**src/ddrpt_pkg.sv**
```systemverilog
// Shared constants, types and helpers for the power-state and calibration sequencer
package ddrpt_pkg;

  // Clock of the sequencer
  localparam int CLK_PERIOD_NS = 20;

  // Round a least time in ns up to whole clock cycles, never below one
  function automatic int ns2cyc(input int ns);
    int c;
    c = (ns + CLK_PERIOD_NS - 1) / CLK_PERIOD_NS;
    return (c < 1) ? 1 : c;
  endfunction

  // Larger of two terms
  function automatic int imax(input int a, input int b);
    return (a > b) ? a : b;
  endfunction

  // Refresh cycle times of the attached part (plain defaults, set per part)
  localparam int REFRESH_CYCLE_NS   = 350;
  localparam int REFRESH4_CYCLE_NS  = 160;

  // Times as printed, in their own units
  localparam int EXIT_MARGIN_NS     = 10;
  localparam int MOD_NS             = 15;
  localparam int CKE_NS             = 5;
  localparam int XP_NS              = 6;
  localparam int VALID_CLK_NS       = 10;
  localparam int MPX_LOW_HOLD_NS    = 12;

  // Cycle counts
  localparam int INITIAL_CALIBRATION_CYC = 1024;
  localparam int ZQ_LONG_CYC        = 512;
  localparam int ZQ_SHORT_CYC       = 128;
  localparam int DLL_LOCK_CYC       = 768;
  localparam int COMMAND_PASS_DISABLE_DELAY_CYC = 4;
  localparam int MOD_CYC            = imax(24, ns2cyc(MOD_NS));
  localparam int CKE_CYC            = imax(3, ns2cyc(CKE_NS));
  localparam int XP_CYC             = imax(4, ns2cyc(XP_NS));
  localparam int CK_ENTRY_CYC       = imax(5, ns2cyc(VALID_CLK_NS));
  localparam int CK_EXIT_CYC        = imax(5, ns2cyc(VALID_CLK_NS));
  localparam int XPR_CYC            = imax(5, ns2cyc(REFRESH_CYCLE_NS + EXIT_MARGIN_NS));
  localparam int SELF_REFRESH_EXIT_DELAY_CYC = ns2cyc(REFRESH_CYCLE_NS + EXIT_MARGIN_NS);
  localparam int XS_ABORT_CYC       = ns2cyc(REFRESH4_CYCLE_NS + EXIT_MARGIN_NS);
  localparam int XS_FAST_CYC        = ns2cyc(REFRESH4_CYCLE_NS + EXIT_MARGIN_NS);
  localparam int LOCKED_SELF_REFRESH_EXIT_DELAY_CYC = DLL_LOCK_CYC;
  localparam int SELF_REFRESH_MIN_LOW_TIME_CYC = CKE_CYC + 1;
  localparam int MAX_POWER_SAVING_MODE_DISABLE_CYC = MOD_CYC + COMMAND_PASS_DISABLE_DELAY_CYC;
  localparam int POWER_SAVE_EXIT_DELAY_CYC = SELF_REFRESH_EXIT_DELAY_CYC;
  localparam int POWER_SAVE_EXIT_DLL_CYC =
    POWER_SAVE_EXIT_DELAY_CYC + LOCKED_SELF_REFRESH_EXIT_DELAY_CYC;
  localparam int MPX_LOW_HOLD_CYC   = ns2cyc(MPX_LOW_HOLD_NS);
  localparam int MPX_HIGH_HOLD_CYC  = XP_CYC;

  // Countdown timers
  localparam int TW                 = 12;
  localparam int NT                 = 7;
  localparam int TI_ANY             = 0;  // Blocks every command
  localparam int TI_NODLL           = 1;  // Blocks commands without locked loop
  localparam int TI_DLL             = 2;  // Blocks commands needing locked loop
  localparam int TI_MOD             = 3;  // Blocks non mode-register commands
  localparam int TI_CKE             = 4;  // Least time of the present CKE level
  localparam int TI_CLK             = 5;  // Valid clock interval
  localparam int TI_FAST            = 6;  // Calibration and fast settings after exit

  typedef logic [TW-1:0] ddrpt_cnt_t;

  // Command requests
  typedef enum logic [3:0] {
    C_NOP, C_ZQ_LONG, C_ZQ_SHORT, C_MRS, C_MRS_FAST, C_NODLL, C_DLL,
    C_SELF_REFRESH_ENTRY, C_POWER_DOWN_ENTRY, C_MAX_POWER_SAVING_MODE_IN,
    C_SELF_REFRESH_EXIT, C_SELF_REFRESH_ABORT_EXIT, C_POWER_DOWN_EXIT,
    C_MPX_CS_LOW, C_MPX_CS_HIGH
  } ddrpt_cmd_t;

  // Low power kinds
  typedef enum logic [1:0] {LP_SR, LP_PD, LP_MP} ddrpt_lp_t;

  // Request from user logic
  typedef struct packed {
    ddrpt_cmd_t cmd;
  } ddrpt_req_t;

  // Memory-side pins
  typedef struct packed {
    logic       ck_en;
    logic       cke;
    logic       cs_n;
    ddrpt_cmd_t cmd;
  } ddrpt_pins_t;

endpackage : ddrpt_pkg

```
**src/ddrpt_seq.sv**
```systemverilog
// Host sequencer for calibration, reset exit, self refresh, power-down and power saving mode
module ddrpt_seq
  import ddrpt_pkg::*;
(
  // Clock and reset
  input  wire logic         CLK,
  input  wire logic         ARST_N,
  // Parity configuration
  input  wire logic         PAR_EN,
  input  wire logic [3:0]   PARITY_LATENCY,
  // Command request
  input  wire logic         REQ_VALID,
  input  wire ddrpt_req_t   REQ,
  output logic              REQ_ACK,
  output logic              INIT_DONE,
  // Memory pins
  output ddrpt_pins_t       DRAM
);

  // Sequencer states
  typedef enum logic [2:0] {
    ST_BOOT, ST_INIT_CLK, ST_INIT_ZQ, ST_IDLE, ST_LOWPWR, ST_WAKE, ST_MPX, ST_MPXH
  } ddrpt_state_t;

  logic         rst_s1_reg;       // Reset release stage one
  logic         rst_n;            // Released reset
  ddrpt_state_t state_reg;        // Current state
  ddrpt_state_t state_next;       // Next state
  ddrpt_pins_t  pins_reg;         // Pin drive
  ddrpt_pins_t  pins_next;        // Next pin drive
  logic         ack_reg;          // Request taken
  logic         ack_next;         // Next taken flag
  logic         init_reg;         // Startup finished
  logic         init_next;        // Next startup flag
  ddrpt_lp_t    lp_reg;           // Kind of low power state
  ddrpt_lp_t    lp_next;          // Next kind
  ddrpt_cmd_t   exit_reg;         // Exit chosen by user
  ddrpt_cmd_t   exit_next;        // Next exit
  logic [NT-1:0] ld;              // Timer loads
  ddrpt_cnt_t   lv [NT];          // Timer load values
  logic [NT-1:0] tdone;           // Timer expired
  ddrpt_cmd_t   rcmd;             // Requested command
  logic         is_mrs;           // Mode register class
  logic         is_fast;          // Allowed early after self refresh exit
  logic         gate_base;        // No global or mode-register wait
  logic         ok_nodll;         // Unlocked command may go
  logic         ok_fast;          // Calibration or fast setting may go
  logic         ok_dll;           // Locked command may go
  logic         ok_entry;         // Low power entry may go
  logic         ok_exit;          // Exit matches and may go
  logic         cmd_ok;           // Requested command allowed now
  logic         take;             // Request taken this cycle
  ddrpt_cnt_t   par_add;          // Parity latency when parity is on

  // Reset release through two flops
  always_ff @(posedge CLK or negedge ARST_N) begin
    if (!ARST_N) begin
      rst_s1_reg <= 1'b0;
      rst_n      <= 1'b0;
    end else begin
      rst_s1_reg <= 1'b1;
      rst_n      <= rst_s1_reg;
    end
  end

  // One countdown per command class; a single rank is served
  for (genvar i = 0; i < NT; i++) begin : g_tmr
    ddrpt_timer u_tmr (
      .clk      (CLK),
      .rst_n    (rst_n),
      .load     (ld[i]),
      .load_val (lv[i]),
      .done     (tdone[i])
    );
  end

  // Command class decode
  assign rcmd      = REQ.cmd;
  assign is_mrs    = (rcmd == C_MRS) || (rcmd == C_MRS_FAST) ||
                     (rcmd == C_MAX_POWER_SAVING_MODE_IN);
  assign is_fast   = (rcmd == C_ZQ_LONG) || (rcmd == C_ZQ_SHORT) || (rcmd == C_MRS_FAST);
  assign gate_base = tdone[TI_ANY] && (is_mrs || tdone[TI_MOD]);
  assign ok_nodll  = gate_base && tdone[TI_NODLL];
  assign ok_fast   = gate_base && (tdone[TI_NODLL] || tdone[TI_FAST]);
  assign ok_dll    = ok_nodll && tdone[TI_DLL];
  assign ok_entry  = ok_nodll && tdone[TI_CKE];
  assign par_add   = PAR_EN ? ddrpt_cnt_t'(PARITY_LATENCY) : '0;

  // Exit allowed once the low level and clock hold are over
  assign ok_exit = tdone[TI_CKE] && tdone[TI_CLK] && (
                   (lp_reg == LP_SR && (rcmd == C_SELF_REFRESH_EXIT ||
                                        rcmd == C_SELF_REFRESH_ABORT_EXIT)) ||
                   (lp_reg == LP_PD && rcmd == C_POWER_DOWN_EXIT) ||
                   (lp_reg == LP_MP && (rcmd == C_MPX_CS_LOW || rcmd == C_MPX_CS_HIGH)));

  // Permission for the requested command
  assign cmd_ok = (state_reg == ST_LOWPWR) ? ok_exit :
                  (state_reg != ST_IDLE) ? 1'b0 :
                  (rcmd == C_DLL) ? ok_dll :
                  is_fast ? ok_fast :
                  (rcmd == C_SELF_REFRESH_ENTRY || rcmd == C_POWER_DOWN_ENTRY ||
                   rcmd == C_MAX_POWER_SAVING_MODE_IN) ? ok_entry :
                  (rcmd == C_MRS || rcmd == C_NODLL) ? ok_nodll : 1'b0;
  assign take   = REQ_VALID && !ack_reg && cmd_ok;

  // Sequencer next state and timer loads
  always_comb begin
    state_next     = state_reg;
    pins_next      = pins_reg;
    pins_next.cs_n = 1'b1;
    pins_next.cmd  = C_NOP;
    ack_next       = 1'b0;
    init_next      = init_reg;
    lp_next        = lp_reg;
    exit_next      = exit_reg;
    ld             = '0;
    for (int i = 0; i < NT; i++) begin
      lv[i] = '0;
    end
    unique case (state_reg)
      ST_BOOT: begin
        // Clock on, CKE low, valid clock before reset exit
        pins_next.ck_en = 1'b1;
        pins_next.cke   = 1'b0;
        ld[TI_CLK]      = 1'b1;
        lv[TI_CLK]      = ddrpt_cnt_t'(CK_EXIT_CYC);
        state_next      = ST_INIT_CLK;
      end
      ST_INIT_CLK: begin
        if (tdone[TI_CLK] && tdone[TI_CKE]) begin
          pins_next.cke = 1'b1;
          ld[TI_CKE]    = 1'b1;
          lv[TI_CKE]    = ddrpt_cnt_t'(CKE_CYC);
          ld[TI_ANY]    = 1'b1;
          lv[TI_ANY]    = ddrpt_cnt_t'(XPR_CYC);
          state_next    = ST_INIT_ZQ;
        end
      end
      ST_INIT_ZQ: begin
        // Initial calibration, then everything waits for it
        if (tdone[TI_ANY]) begin
          pins_next.cs_n = 1'b0;
          pins_next.cmd  = C_ZQ_LONG;
          ld[TI_ANY]     = 1'b1;
          lv[TI_ANY]     = ddrpt_cnt_t'(INITIAL_CALIBRATION_CYC);
          init_next      = 1'b1;
          state_next     = ST_IDLE;
        end
      end
      ST_IDLE: begin
        if (take) begin
          ack_next       = 1'b1;
          pins_next.cmd  = rcmd;
          pins_next.cs_n = (rcmd == C_POWER_DOWN_ENTRY);
          unique case (rcmd)
            C_ZQ_LONG: begin
              ld[TI_ANY] = 1'b1;
              lv[TI_ANY] = ddrpt_cnt_t'(ZQ_LONG_CYC);
            end
            C_ZQ_SHORT: begin
              ld[TI_ANY] = 1'b1;
              lv[TI_ANY] = ddrpt_cnt_t'(ZQ_SHORT_CYC);
            end
            C_MRS, C_MRS_FAST: begin
              ld[TI_MOD] = 1'b1;
              lv[TI_MOD] = ddrpt_cnt_t'(MOD_CYC);
            end
            C_SELF_REFRESH_ENTRY: begin
              pins_next.cke = 1'b0;
              ld[TI_CKE]    = 1'b1;
              lv[TI_CKE]    = ddrpt_cnt_t'(SELF_REFRESH_MIN_LOW_TIME_CYC) + par_add;
              ld[TI_CLK]    = 1'b1;
              lv[TI_CLK]    = ddrpt_cnt_t'(CK_ENTRY_CYC) + par_add;
              lp_next       = LP_SR;
              state_next    = ST_LOWPWR;
            end
            C_POWER_DOWN_ENTRY: begin
              pins_next.cke = 1'b0;
              ld[TI_CKE]    = 1'b1;
              lv[TI_CKE]    = ddrpt_cnt_t'(CKE_CYC);
              ld[TI_CLK]    = 1'b1;
              lv[TI_CLK]    = ddrpt_cnt_t'(CK_ENTRY_CYC) + par_add;
              lp_next       = LP_PD;
              state_next    = ST_LOWPWR;
            end
            C_MAX_POWER_SAVING_MODE_IN: begin
              // Clock must outlast the device's path disable (update plus 4)
              ld[TI_CLK] = 1'b1;
              lv[TI_CLK] = ddrpt_cnt_t'(MAX_POWER_SAVING_MODE_DISABLE_CYC);
              lp_next    = LP_MP;
              state_next = ST_LOWPWR;
            end
            default: begin
              // Plain commands need no new wait
            end
          endcase
        end
      end
      ST_LOWPWR: begin
        // Stop the clock once the entry hold is over
        pins_next.ck_en = !tdone[TI_CLK];
        if (take) begin
          ack_next        = 1'b1;
          exit_next       = rcmd;
          pins_next.ck_en = 1'b1;
          ld[TI_CLK]      = 1'b1;
          lv[TI_CLK]      = ddrpt_cnt_t'(CK_EXIT_CYC);
          state_next      = ST_WAKE;
        end
      end
      ST_WAKE: begin
        if (tdone[TI_CLK]) begin
          ld[TI_CKE] = 1'b1;
          lv[TI_CKE] = ddrpt_cnt_t'(CKE_CYC);
          if (lp_reg == LP_MP) begin
            // Low CKE pulse with CS set up for the exit variant
            pins_next.cke  = 1'b0;
            pins_next.cs_n = (exit_reg == C_MPX_CS_HIGH);
            state_next     = ST_MPX;
          end else begin
            pins_next.cke = 1'b1;
            pins_next.cmd = exit_reg;
            state_next    = ST_IDLE;
            if (lp_reg == LP_PD) begin
              ld[TI_ANY] = 1'b1;
              lv[TI_ANY] = ddrpt_cnt_t'(XP_CYC);
            end else begin
              ld[TI_NODLL] = 1'b1;
              lv[TI_NODLL] = (exit_reg == C_SELF_REFRESH_ABORT_EXIT) ?
                             ddrpt_cnt_t'(XS_ABORT_CYC) :
                             ddrpt_cnt_t'(SELF_REFRESH_EXIT_DELAY_CYC);
              ld[TI_FAST]  = 1'b1;
              lv[TI_FAST]  = ddrpt_cnt_t'(XS_FAST_CYC);
              ld[TI_DLL]   = 1'b1;
              lv[TI_DLL]   = ddrpt_cnt_t'(LOCKED_SELF_REFRESH_EXIT_DELAY_CYC);
            end
          end
        end
      end
      ST_MPX: begin
        pins_next.cs_n = (exit_reg == C_MPX_CS_HIGH);
        if (tdone[TI_CKE]) begin
          pins_next.cke = 1'b1;
          pins_next.cmd = exit_reg;
          ld[TI_CKE]    = 1'b1;
          lv[TI_CKE]    = ddrpt_cnt_t'(CKE_CYC);
          ld[TI_ANY]    = 1'b1;
          lv[TI_ANY]    = (exit_reg == C_MPX_CS_LOW) ?
                          ddrpt_cnt_t'(MPX_LOW_HOLD_CYC) :
                          ddrpt_cnt_t'(MPX_HIGH_HOLD_CYC);
          ld[TI_NODLL]  = 1'b1;
          lv[TI_NODLL]  = ddrpt_cnt_t'(POWER_SAVE_EXIT_DELAY_CYC);
          ld[TI_DLL]    = 1'b1;
          lv[TI_DLL]    = ddrpt_cnt_t'(POWER_SAVE_EXIT_DLL_CYC);
          state_next    = ST_MPXH;
        end
      end
      ST_MPXH: begin
        // Hold CS at its exit level relative to the CKE rise
        pins_next.cs_n = (exit_reg == C_MPX_CS_HIGH) || tdone[TI_ANY];
        if (tdone[TI_ANY]) begin
          state_next = ST_IDLE;
        end
      end
    endcase
  end

  // State and pin registers
  always_ff @(posedge CLK or negedge rst_n) begin
    if (!rst_n) begin
      state_reg <= ST_BOOT;
      pins_reg  <= '{ck_en: 1'b0, cke: 1'b0, cs_n: 1'b1, cmd: C_NOP};
      ack_reg   <= 1'b0;
      init_reg  <= 1'b0;
      lp_reg    <= LP_SR;
      exit_reg  <= C_NOP;
    end else begin
      state_reg <= state_next;
      pins_reg  <= pins_next;
      ack_reg   <= ack_next;
      init_reg  <= init_next;
      lp_reg    <= lp_next;
      exit_reg  <= exit_next;
    end
  end

  assign DRAM      = pins_reg;
  assign REQ_ACK   = ack_reg;
  assign INIT_DONE = init_reg;

  // Helper counters watched by the assertions
  ddrpt_cnt_t since_cmd_reg;   // Cycles since the last command on the pins
  ddrpt_cmd_t last_cmd_reg;    // Last command on the pins
  ddrpt_cnt_t since_rise_reg;  // Cycles since CKE rose
  ddrpt_cnt_t ck_run_reg;      // Cycles the clock has been running
  logic       cmd_vis;         // A command with CS low on the pins
  assign cmd_vis = !pins_reg.cs_n && pins_reg.cke && pins_reg.cmd != C_NOP;

  always_ff @(posedge CLK or negedge rst_n) begin
    if (!rst_n) begin
      since_cmd_reg  <= '1;
      last_cmd_reg   <= C_NOP;
      since_rise_reg <= '1;
      ck_run_reg     <= '0;
    end else begin
      since_cmd_reg  <= cmd_vis ? ddrpt_cnt_t'(1) :
                        (since_cmd_reg == '1) ? since_cmd_reg : since_cmd_reg + ddrpt_cnt_t'(1);
      last_cmd_reg   <= cmd_vis ? pins_reg.cmd : last_cmd_reg;
      since_rise_reg <= (pins_next.cke && !pins_reg.cke) ? '0 :
                        (since_rise_reg == '1) ? since_rise_reg : since_rise_reg + ddrpt_cnt_t'(1);
      ck_run_reg     <= !pins_reg.ck_en ? '0 :
                        (ck_run_reg == '1) ? ck_run_reg : ck_run_reg + ddrpt_cnt_t'(1);
    end
  end

  a_zq_long_gap: assert property (@(posedge CLK) disable iff (!rst_n)
    cmd_vis && last_cmd_reg == C_ZQ_LONG |-> since_cmd_reg >= ddrpt_cnt_t'(ZQ_LONG_CYC))
    else $error("command too soon after long calibration");
  a_zq_short_gap: assert property (@(posedge CLK) disable iff (!rst_n)
    cmd_vis && last_cmd_reg == C_ZQ_SHORT |-> since_cmd_reg >= ddrpt_cnt_t'(ZQ_SHORT_CYC))
    else $error("command too soon after short calibration");
  a_mod_update_wait: assert property (@(posedge CLK) disable iff (!rst_n)
    cmd_vis && last_cmd_reg == C_MRS && !(pins_reg.cmd inside {C_MRS, C_MRS_FAST})
    |-> since_cmd_reg >= ddrpt_cnt_t'(MOD_CYC))
    else $error("command before mode register update delay");
  a_cke_low_hold: assert property (@(posedge CLK) disable iff (!rst_n)
    $fell(pins_reg.cke) |-> !pins_reg.cke [*3])
    else $error("CKE low level too short");
  a_clk_after_entry: assert property (@(posedge CLK) disable iff (!rst_n)
    $fell(pins_reg.cke) |-> pins_reg.ck_en [*5])
    else $error("clock stopped too soon after entry");
  a_clk_before_exit: assert property (@(posedge CLK) disable iff (!rst_n)
    $rose(pins_reg.cke) |-> ck_run_reg >= ddrpt_cnt_t'(CK_EXIT_CYC))
    else $error("clock not valid long enough before exit");
  a_exit_cmd_wait: assert property (@(posedge CLK) disable iff (!rst_n)
    cmd_vis && !$rose(pins_reg.cke) |-> since_rise_reg >= ddrpt_cnt_t'(XP_CYC))
    else $error("command too soon after CKE rise");
  a_dll_lock_wait: assert property (@(posedge CLK) disable iff (!rst_n)
    cmd_vis && pins_reg.cmd == C_DLL && lp_reg == LP_SR
    |-> since_rise_reg >= ddrpt_cnt_t'(DLL_LOCK_CYC))
    else $error("locked command before loop lock time");
  a_ack_single_pulse: assert property (@(posedge CLK) disable iff (!rst_n)
    REQ_ACK |=> !REQ_ACK)
    else $error("acknowledge longer than one cycle");

  c_self_refresh: cover property (@(posedge CLK) disable iff (!rst_n)
    pins_reg.cmd == C_SELF_REFRESH_EXIT && pins_reg.cke);
  c_power_down: cover property (@(posedge CLK) disable iff (!rst_n)
    pins_reg.cmd == C_POWER_DOWN_EXIT);
  c_power_save_exit: cover property (@(posedge CLK) disable iff (!rst_n)
    $rose(pins_reg.cke) && !pins_reg.cs_n);
  c_zq_short: cover property (@(posedge CLK) disable iff (!rst_n)
    cmd_vis && pins_reg.cmd == C_ZQ_SHORT);

endmodule // ddrpt_seq

```
**src/ddrpt_timer.sv**
```systemverilog
// Countdown that only lengthens, with a registered expiry flag
module ddrpt_timer
  import ddrpt_pkg::*;
(
  // Clock and reset
  input  wire logic       clk,
  input  wire logic       rst_n,
  // Load
  input  wire logic       load,
  input  wire ddrpt_cnt_t load_val,
  // Status
  output logic            done
);

  ddrpt_cnt_t cnt_reg;   // Cycles left
  ddrpt_cnt_t cnt_next;  // Next count
  logic       done_reg;  // Count at zero

  // Keep the larger of the running and the new wait
  assign cnt_next = (load && load_val > cnt_reg) ? load_val :
                    (cnt_reg != '0) ? cnt_reg - ddrpt_cnt_t'(1) : cnt_reg;
  assign done     = done_reg;

  // Count register
  always_ff @(posedge clk or negedge rst_n) begin
    if (!rst_n) begin
      cnt_reg  <= '0;
      done_reg <= 1'b1;
    end else begin
      cnt_reg  <= cnt_next;
      done_reg <= (cnt_next == '0);
    end
  end

endmodule // ddrpt_timer

```
**config.mk**
```make
export PLATFORM = sky130hd
export DESIGN_NAME = ddrpt_seq
export DESIGN_NICKNAME = d
export VERILOG_FILES = /design/src/ddrpt_pkg.sv /design/src/ddrpt_seq.sv /design/src/ddrpt_timer.sv
export SDC_FILE = /design/constraint.sdc
export NUM_CORES = 1
export LEC_CHECK = 0
export BUFFER_PORTS_ARGS = -buffer_cell sky130_fd_sc_hd__buf_2
export CAP_MARGIN = 10
export CORE_MARGIN = 3
export CORE_UTILIZATION = 64
export DETAILED_ROUTE_END_ITERATION = 7
export GPL_TIMING_DRIVEN = 1
export PLACE_DENSITY = 0.81
export SYNTH_ARGS = -nofsm -noshare
export SYNTH_HDL_FRONTEND = slang
export SYNTH_SLANG_ARGS = --single-unit
```
**constraint.sdc**
```tcl
create_clock -name CLK -period 3.7 [get_ports CLK]
set_input_delay 0 -clock CLK [delete_from_list [all_inputs] [get_ports CLK]]
set_output_delay 0 -clock CLK [all_outputs]
set_load 0.02 [all_outputs]
```
==> results of run 1 <==
==> critical path, delay by kind of cell, from the launching register on <==
family	cells	cell delay, ps
adder cells (fa/ha/maj)	2	440
AO/OA/AOI/OAI	5	1160
buffers and inverters	1	140
flip-flops	1	380
AND/OR/NAND/NOR	5	970
multiplexers	2	420
==> layout make-up <==
cell class | count | area share [%]
inverter | 60 | 2.469
clock inverter | 5 | 0.4390
tap | 168 | 2.305
sequential | 111 | 30.62
multi-input combinational | 729 | 55.97
timing repair buffer | 70 | 5.529
clock buffer | 11 | 2.662
==> metal layers <==
layer  track usage (%)  up-vias
li1                  -     3469
met1             38.67     3526
met2             48.73      300
met3             6.124       46
met4             8.182        2
met5                 0        -
==> cells in the mapped netlist (9+ instances only) <==
cell / instances / area [um2]
nor4_1: 18 / 112.6
dfrtp_1: 103 / 2577
and2_1: 9 / 56.30
xor2_1: 25 / 219.0
nor2_1: 114 / 427.9
ha_1: 50 / 625.6
nand2_1: 59 / 221.5
nand2b_1: 15 / 93.84
xnor2_1: 46 / 402.9
or2_2: 10 / 62.56
inv_1: 58 / 217.7
buf_2: 9 / 45.04
nor3_1: 35 / 175.2
o21ai_0: 38 / 190.2
nand4b_1: 9 / 78.83
a21oi_1: 35 / 175.2
nor2b_1: 13 / 81.33
nand3_1: 25 / 125.1
clkbuf_1: 20 / 75.07
a31oi_1: 11 / 68.82
nand4_1: 18 / 112.6
or3_1: 11 / 68.82
and3_1: 17 / 106.4
==> report_power, final <==
group | switching, mW | leakage (nW) | internal, mW
Clock | 0.462 | 0.134 | 0.482
Combinational | 0.0555 | 2.50 | 0.0260
Sequential | 0.00968 | 1.20 | 1.21
Total | 0.527 | 3.84 | 1.72
==> repair_timing <==
item,in CTS,in global routing
hold endpoints to repair,2,0
pin swaps,1,17
setup endpoints to repair,6,32
setup buffers,0,19
hold buffers,2,0
gates resized for setup,5,33
==> kinds of logic after synthesis <==
logic type | synth area share (%)
xor gates and xnor gates | 7.689
adders and majority gates | 7.983
muxes | 2.382
other | 0.04637
DFF | 34.47
buffers and inverters | 4.502
AOI/OAI and AO/OA | 15.05
and+or+nand+nor | 27.88
==> how the worst max path moves through the flow <==
| stage | cells after the start | endpoint |
|---|---|---|
| final | 15 | g_tmr[0].u_tmr.done |
| after global routing | 15 | g_tmr[0].u_tmr.done |
| after CTS | 17 | g_tmr[5].u_tmr.done |
| after detailed placement | 17 | g_tmr[5].u_tmr.done |
| after global placement | 17 | g_tmr[5].u_tmr.done |
| after floorplan | 19 | g_tmr[5].u_tmr.done |
==> results.yml, run 1 <==
global_routing:
  grt_usage_pct: 29.20
  grt_max_degree: 66
  antenna_found_initial: 1
  overflow: 0
  grt_pass1_wl_mm: 34.16
  first_global_vias: 7150
logic_synthesis:
  synthCells: 932
  synth_flop_cell: "dfrtp_1"
  yosysWarnings: 0
  syn_nets: 995
  synthArstFlopShare_pct: 100.0
  syn_area_um2: 8088
  ys_seq_elements: 111
  synth_edf_count: 0
  synth.avg_cell_area_um2: 8.678
  synth.distinct_cells: 89
  synth-seq-area-share_pct: 34.47
final_layout:
  diodes: 0
  instances_no_fill: 1154
  syn_to_final_growth_pct: 12.76
  final_util_pct: 74.99
  multi_input_area_um2: 5105
  fillers: 906
  largest_register_ffs: 84
  layout_commonest_cell: "nor2_1"
  area.sequential_um2: 2793
  drive_gt1_share_pct: 15.82
  final_nets: 1044
  final_cell_mix: "nor2_1 (110), dfrtp_1 (101), nand2_1 (59)"
  fin_area_um2: 9120
timing:
  slew_viol_final: 0
  hold_ws_ps: 126.8
  tns_ps: 0
  fmax_mhz: 276.8
  finalWorstSetupSlack_ps: 87.50
  relSlewSlack_pct: 33.03
  finalSetupViolCount: 0
  min_period_over_period_pct: 97.64
  hold_violations: 0
  tightestPinTransition_ps: 979.3
  timing.final.crit_period_ps: 3613
  rsz0062_at_grt: "yes"
  worst_clock_skew_ps: 8.227
critical_path:
  critPathCaptureType: "flop"
  cp.arrival_ps: 3890
  critical_path_class: "flop to flop"
  regToRegStartpoint: "lp_reg[1]"
  crit_path_top_delay_cell: "dfrtp_1"
  r2r_cells: 15
  slowest_delay_ps: 380
  startpoint: "lp_reg[1]"
  critPathMaxFanout: 6
  reg2reg_to: "g_tmr[0].u_tmr.done"
  r2r_slack_ps: 90
  cp.required_ps: 3970
  startpoint_type: "flop"
  path_cells: "buf_4 -> ha_4 -> mux2i_1 -> o211ai_1 -> a21o_1 -> nand3_4 -> nor4_4 -> ha_1 -> nor4bb_4 -> and3_4 -> a41oi_2 -> o21ai_2 -> a21oi_2 -> mux2_4 -> nor4_2"
clock_tree:
  path_clk_slew_ps: 70
  cts_root_buffer: "clkbuf_16"
  cts_made_buffers: 9
  cts.path.max_buffers: 2
  htree_levels: 3
  clkSinkCount: 111
  cts_tree: "built"
  clock_latency_ps: 360
hold_path:
  holdPathStages: 3
  min_from: "REQ[3]"
  holdPathEnd: "DRAM[3]"
  hold_class: "primary input to flop"
placed_design:
  gp_congestion: 0.9457
  dpl_worst_slack_ps: -80.76
  io_buffers: 20
  dpl_cell_area_um2: 8502
  dp_hpwl_mm: 14.96
  dp.cells: 1117
routing:
  wl_met3_mm: 1.355
  routed_wirelength_mm: 20.57
  top_layer: "met5"
  via_per_inst: 6.363
  wire_per_inst_um: 17.83
  ant_nets: 0
  wl_met1_mm: 8.658
  dr.pass1.iters: 5
  routed-wl-met2_mm: 10.07
  vias: 7343
  drc: 0
  drt_iter0_drc: 749
power_and_ir_drop:
  finalPower_mw: 2.249
  leakagePower_nw: 3.838
  p_per_area_nw_per_um2: 246.6
  ir_drop_mv: 0.3481
flow_run:
  maxCapViolations: 0
die:
  rows: 40
  die_area_um2: 14020
  core_area_um2: 12160
  start_util_pct: 66.50
  num_io_pins: 21
  die_h_um: 118.4
  die_x_um: 118.4
run_status:
  outcome: "finished, final reports clean"
(Power assumes the default switching activity.)
==> inputs of run 2 (changes only) <==
--- a/config.mk
+++ b/config.mk
@@ -8,10 +8,9 @@
 export BUFFER_PORTS_ARGS = -buffer_cell sky130_fd_sc_hd__buf_2
 export CAP_MARGIN = 10
 export CORE_MARGIN = 3
-export CORE_UTILIZATION = 64
+export CORE_UTILIZATION = 45
 export DETAILED_ROUTE_END_ITERATION = 7
 export GPL_TIMING_DRIVEN = 1
-export PLACE_DENSITY = 0.81
 export SYNTH_ARGS = -nofsm -noshare
 export SYNTH_HDL_FRONTEND = slang
 export SYNTH_SLANG_ARGS = --single-unit
==> run 2 against run 1 <==
Effect of this change: combinational power up 9.7%; flip-flop and latch count is the same; total power grew 4.1%; via count fell by 4.2%; largest power group unchanged; utilization fell by 22 points; register-to-register slack improved by 70 ps; critical endpoint is now g_tmr[5].u_tmr.done; fmax is 2.1% higher; first-iteration DRC count shrank 36%; clock power up 10%; setup slack better by 74 ps; die area grew 40%.
==> results.yml, run 2 (synthesized netlist as in run 1, its figures left out) <==
die:
  die_area_um2: 19620
  die_h_um: 140.1
  num_io_pins: 21
  core_area_um2: 17420
  die_x_um: 140.1
  start_util_pct: 46.44
  rows: 48
timing:
  rsz0062_at_grt: "yes"
  timing.final.crit_period_ps: 3539
  finalSetupViolCount: 0
  slew_viol_final: 0
  min_period_over_period_pct: 95.64
  tightestPinTransition_ps: 941.4
  hold_ws_ps: 111.9
  relSlewSlack_pct: 36.66
  worst_clock_skew_ps: 8.118
  fmax_mhz: 282.6
  hold_violations: 0
routing:
  drt_iter0_drc: 476
  wire_per_inst_um: 16.51
  vias: 7033
  routed_wirelength_mm: 19.89
  ant_nets: 0
  via_per_inst: 5.837
  dr.pass1.iters: 4
  drc: 0
hold_path:
  holdPathEnd: "DRAM[3]"
  holdPathStages: 3
  hold_class: "primary input to flop"
  min_from: "REQ[3]"
power_and_ir_drop:
  p_per_area_nw_per_um2: 255.7
  ir_drop_mv: 0.2616
  leakagePower_nw: 3.849
  finalPower_mw: 2.341
critical_path:
  slowest_delay_ps: 410
  critical_path_class: "flop to flop"
  path_cells: "inv_2 -> ha_4 -> mux2i_1 -> o211ai_1 -> a21o_1 -> buf_4 -> buf_4 -> nor2_4 -> or2_4 -> ha_1 -> and3_1 -> nand3_1 -> o2111ai_1 -> a21o_1 -> nor3b_4 -> mux2_4 -> nor4_2"
  startpoint_type: "flop"
  reg2reg_to: "g_tmr[5].u_tmr.done"
  cp.required_ps: 3970
  critPathCaptureType: "flop"
  r2r_slack_ps: 160
  critPathMaxFanout: 6
  r2r_cells: 17
  cp.arrival_ps: 3810
  crit_path_top_delay_cell: "dfrtp_1"
  regToRegStartpoint: "lp_reg[0]"
global_routing:
  grt_pass1_wl_mm: 33.33
  overflow: 0
  grt_usage_pct: 20.22
  antenna_found_initial: 0
  first_global_vias: 6729
  grt_max_degree: 110
final_layout:
  final_util_pct: 52.58
  instances_no_fill: 1205
  final_cell_mix: "nor2_1 (110), dfrtp_1 (102), nand2_1 (59)"
  largest_register_ffs: 84
  final_nets: 1038
  diodes: 0
  syn_to_final_growth_pct: 13.23
  layout_commonest_cell: "nor2_1"
  drive_gt1_share_pct: 15.00
clock_tree:
  clock_latency_ps: 360
  cts_tree: "built"
  htree_levels: 3
  cts_root_buffer: "clkbuf_16"
  cts.path.max_buffers: 2
  cts_made_buffers: 9
  path_clk_slew_ps: 80
  clkSinkCount: 111
flow_run:
  maxCapViolations: 0
run_status:
  outcome: "finished, final reports clean"
placed_design:
  io_buffers: 20
  dp_hpwl_mm: 14.68
  gp_congestion: 0.9373
  dp.cells: 1178
[run 2: cell count changes in the layout (fill, tap and decap cells not counted), sizes merged]
cell and delta:
buf -6, bufinv +1, clkbuf -2, clkinv +1
clkinvlp -2, inv +2
[run 2: worst max-delay path by stage]
| stage | start | end | cells after the start |
|---|---|---|---|
| 6_report | lp_reg[0] | g_tmr[5].u_tmr.done | 17 |
| 5_1_grt | lp_reg[0] | g_tmr[4].u_tmr.done | 16 |
| 4_1_cts | lp_reg[0] | g_tmr[0].u_tmr.done | 16 |
| 3_5_place_dp | lp_reg[0] | g_tmr[4].u_tmr.done | 16 |
| 3_3_place_gp | lp_reg[0] | g_tmr[4].u_tmr.done | 16 |
| 2_1_floorplan | lp_reg[0] | g_tmr[5].u_tmr.done | 19 |
[run 2: final cells by class]
class	count	area, um2
clock buffer	9	225.2
multi-input combinational	729	5099
fill	1638	8259
inverter	60	225.2
clock inverter	7	86.33
timing repair buffer	64	449.2
tap	225	281.5
sequential	111	2791
[run 2: what timing repair did]
action	4_1_cts	5_1_grt
hold endpoints to repair	2	0
buffers inserted	1	7
pin swaps	0	13
gates resized for setup	2	32
endpoints found under the setup margin	7	33
cloned	0	1
hold buffers	2	0
[run 2: critical path: cells and delay by family (launching register included)]
kind            cells  cell delay (ps)
fa+ha+maj           2              420
simple gates        6             1030
buf+inv             3              350
flops               1              410
compound gates      4              830
mux                 2              410
[run 2: through the flow]
step / TNS (ps) / setup slack (ps) / cell area (um2)
3_3_place_gp: 0 / 101.9 / 8603
3_5_place_dp: -76.16 / -47.62 / 8603
5_1_grt: -404.9 / -102.4 / 9158
6_report: 0 / 161.3 / 9158
4_1_cts: 0 / 29.02 / 8949
2_1_floorplan: 0 / 15.17 / 8099
[run 2: per-layer routing]
layer / share of wire (%) / GRT usage, % / up-vias
li1: - / - / 3452
met1: 48 / 29.11 / 3373
met2: 45 / 30.69 / 175
met3: 4.9 / 4.097 / 33
met4: 2.0 / 6.272 / 0
met5: 0 / 0 / -
[run 2: power breakdown]
| group | leakage [nW] | internal (mW) | switching (mW) |
|---|---|---|---|
| sequential | 1.21 | 1.21 | 0.000592 |
| combinational | 2.49 | 0.0255 | 0.0639 |
| clock | 0.156 | 0.543 | 0.494 |
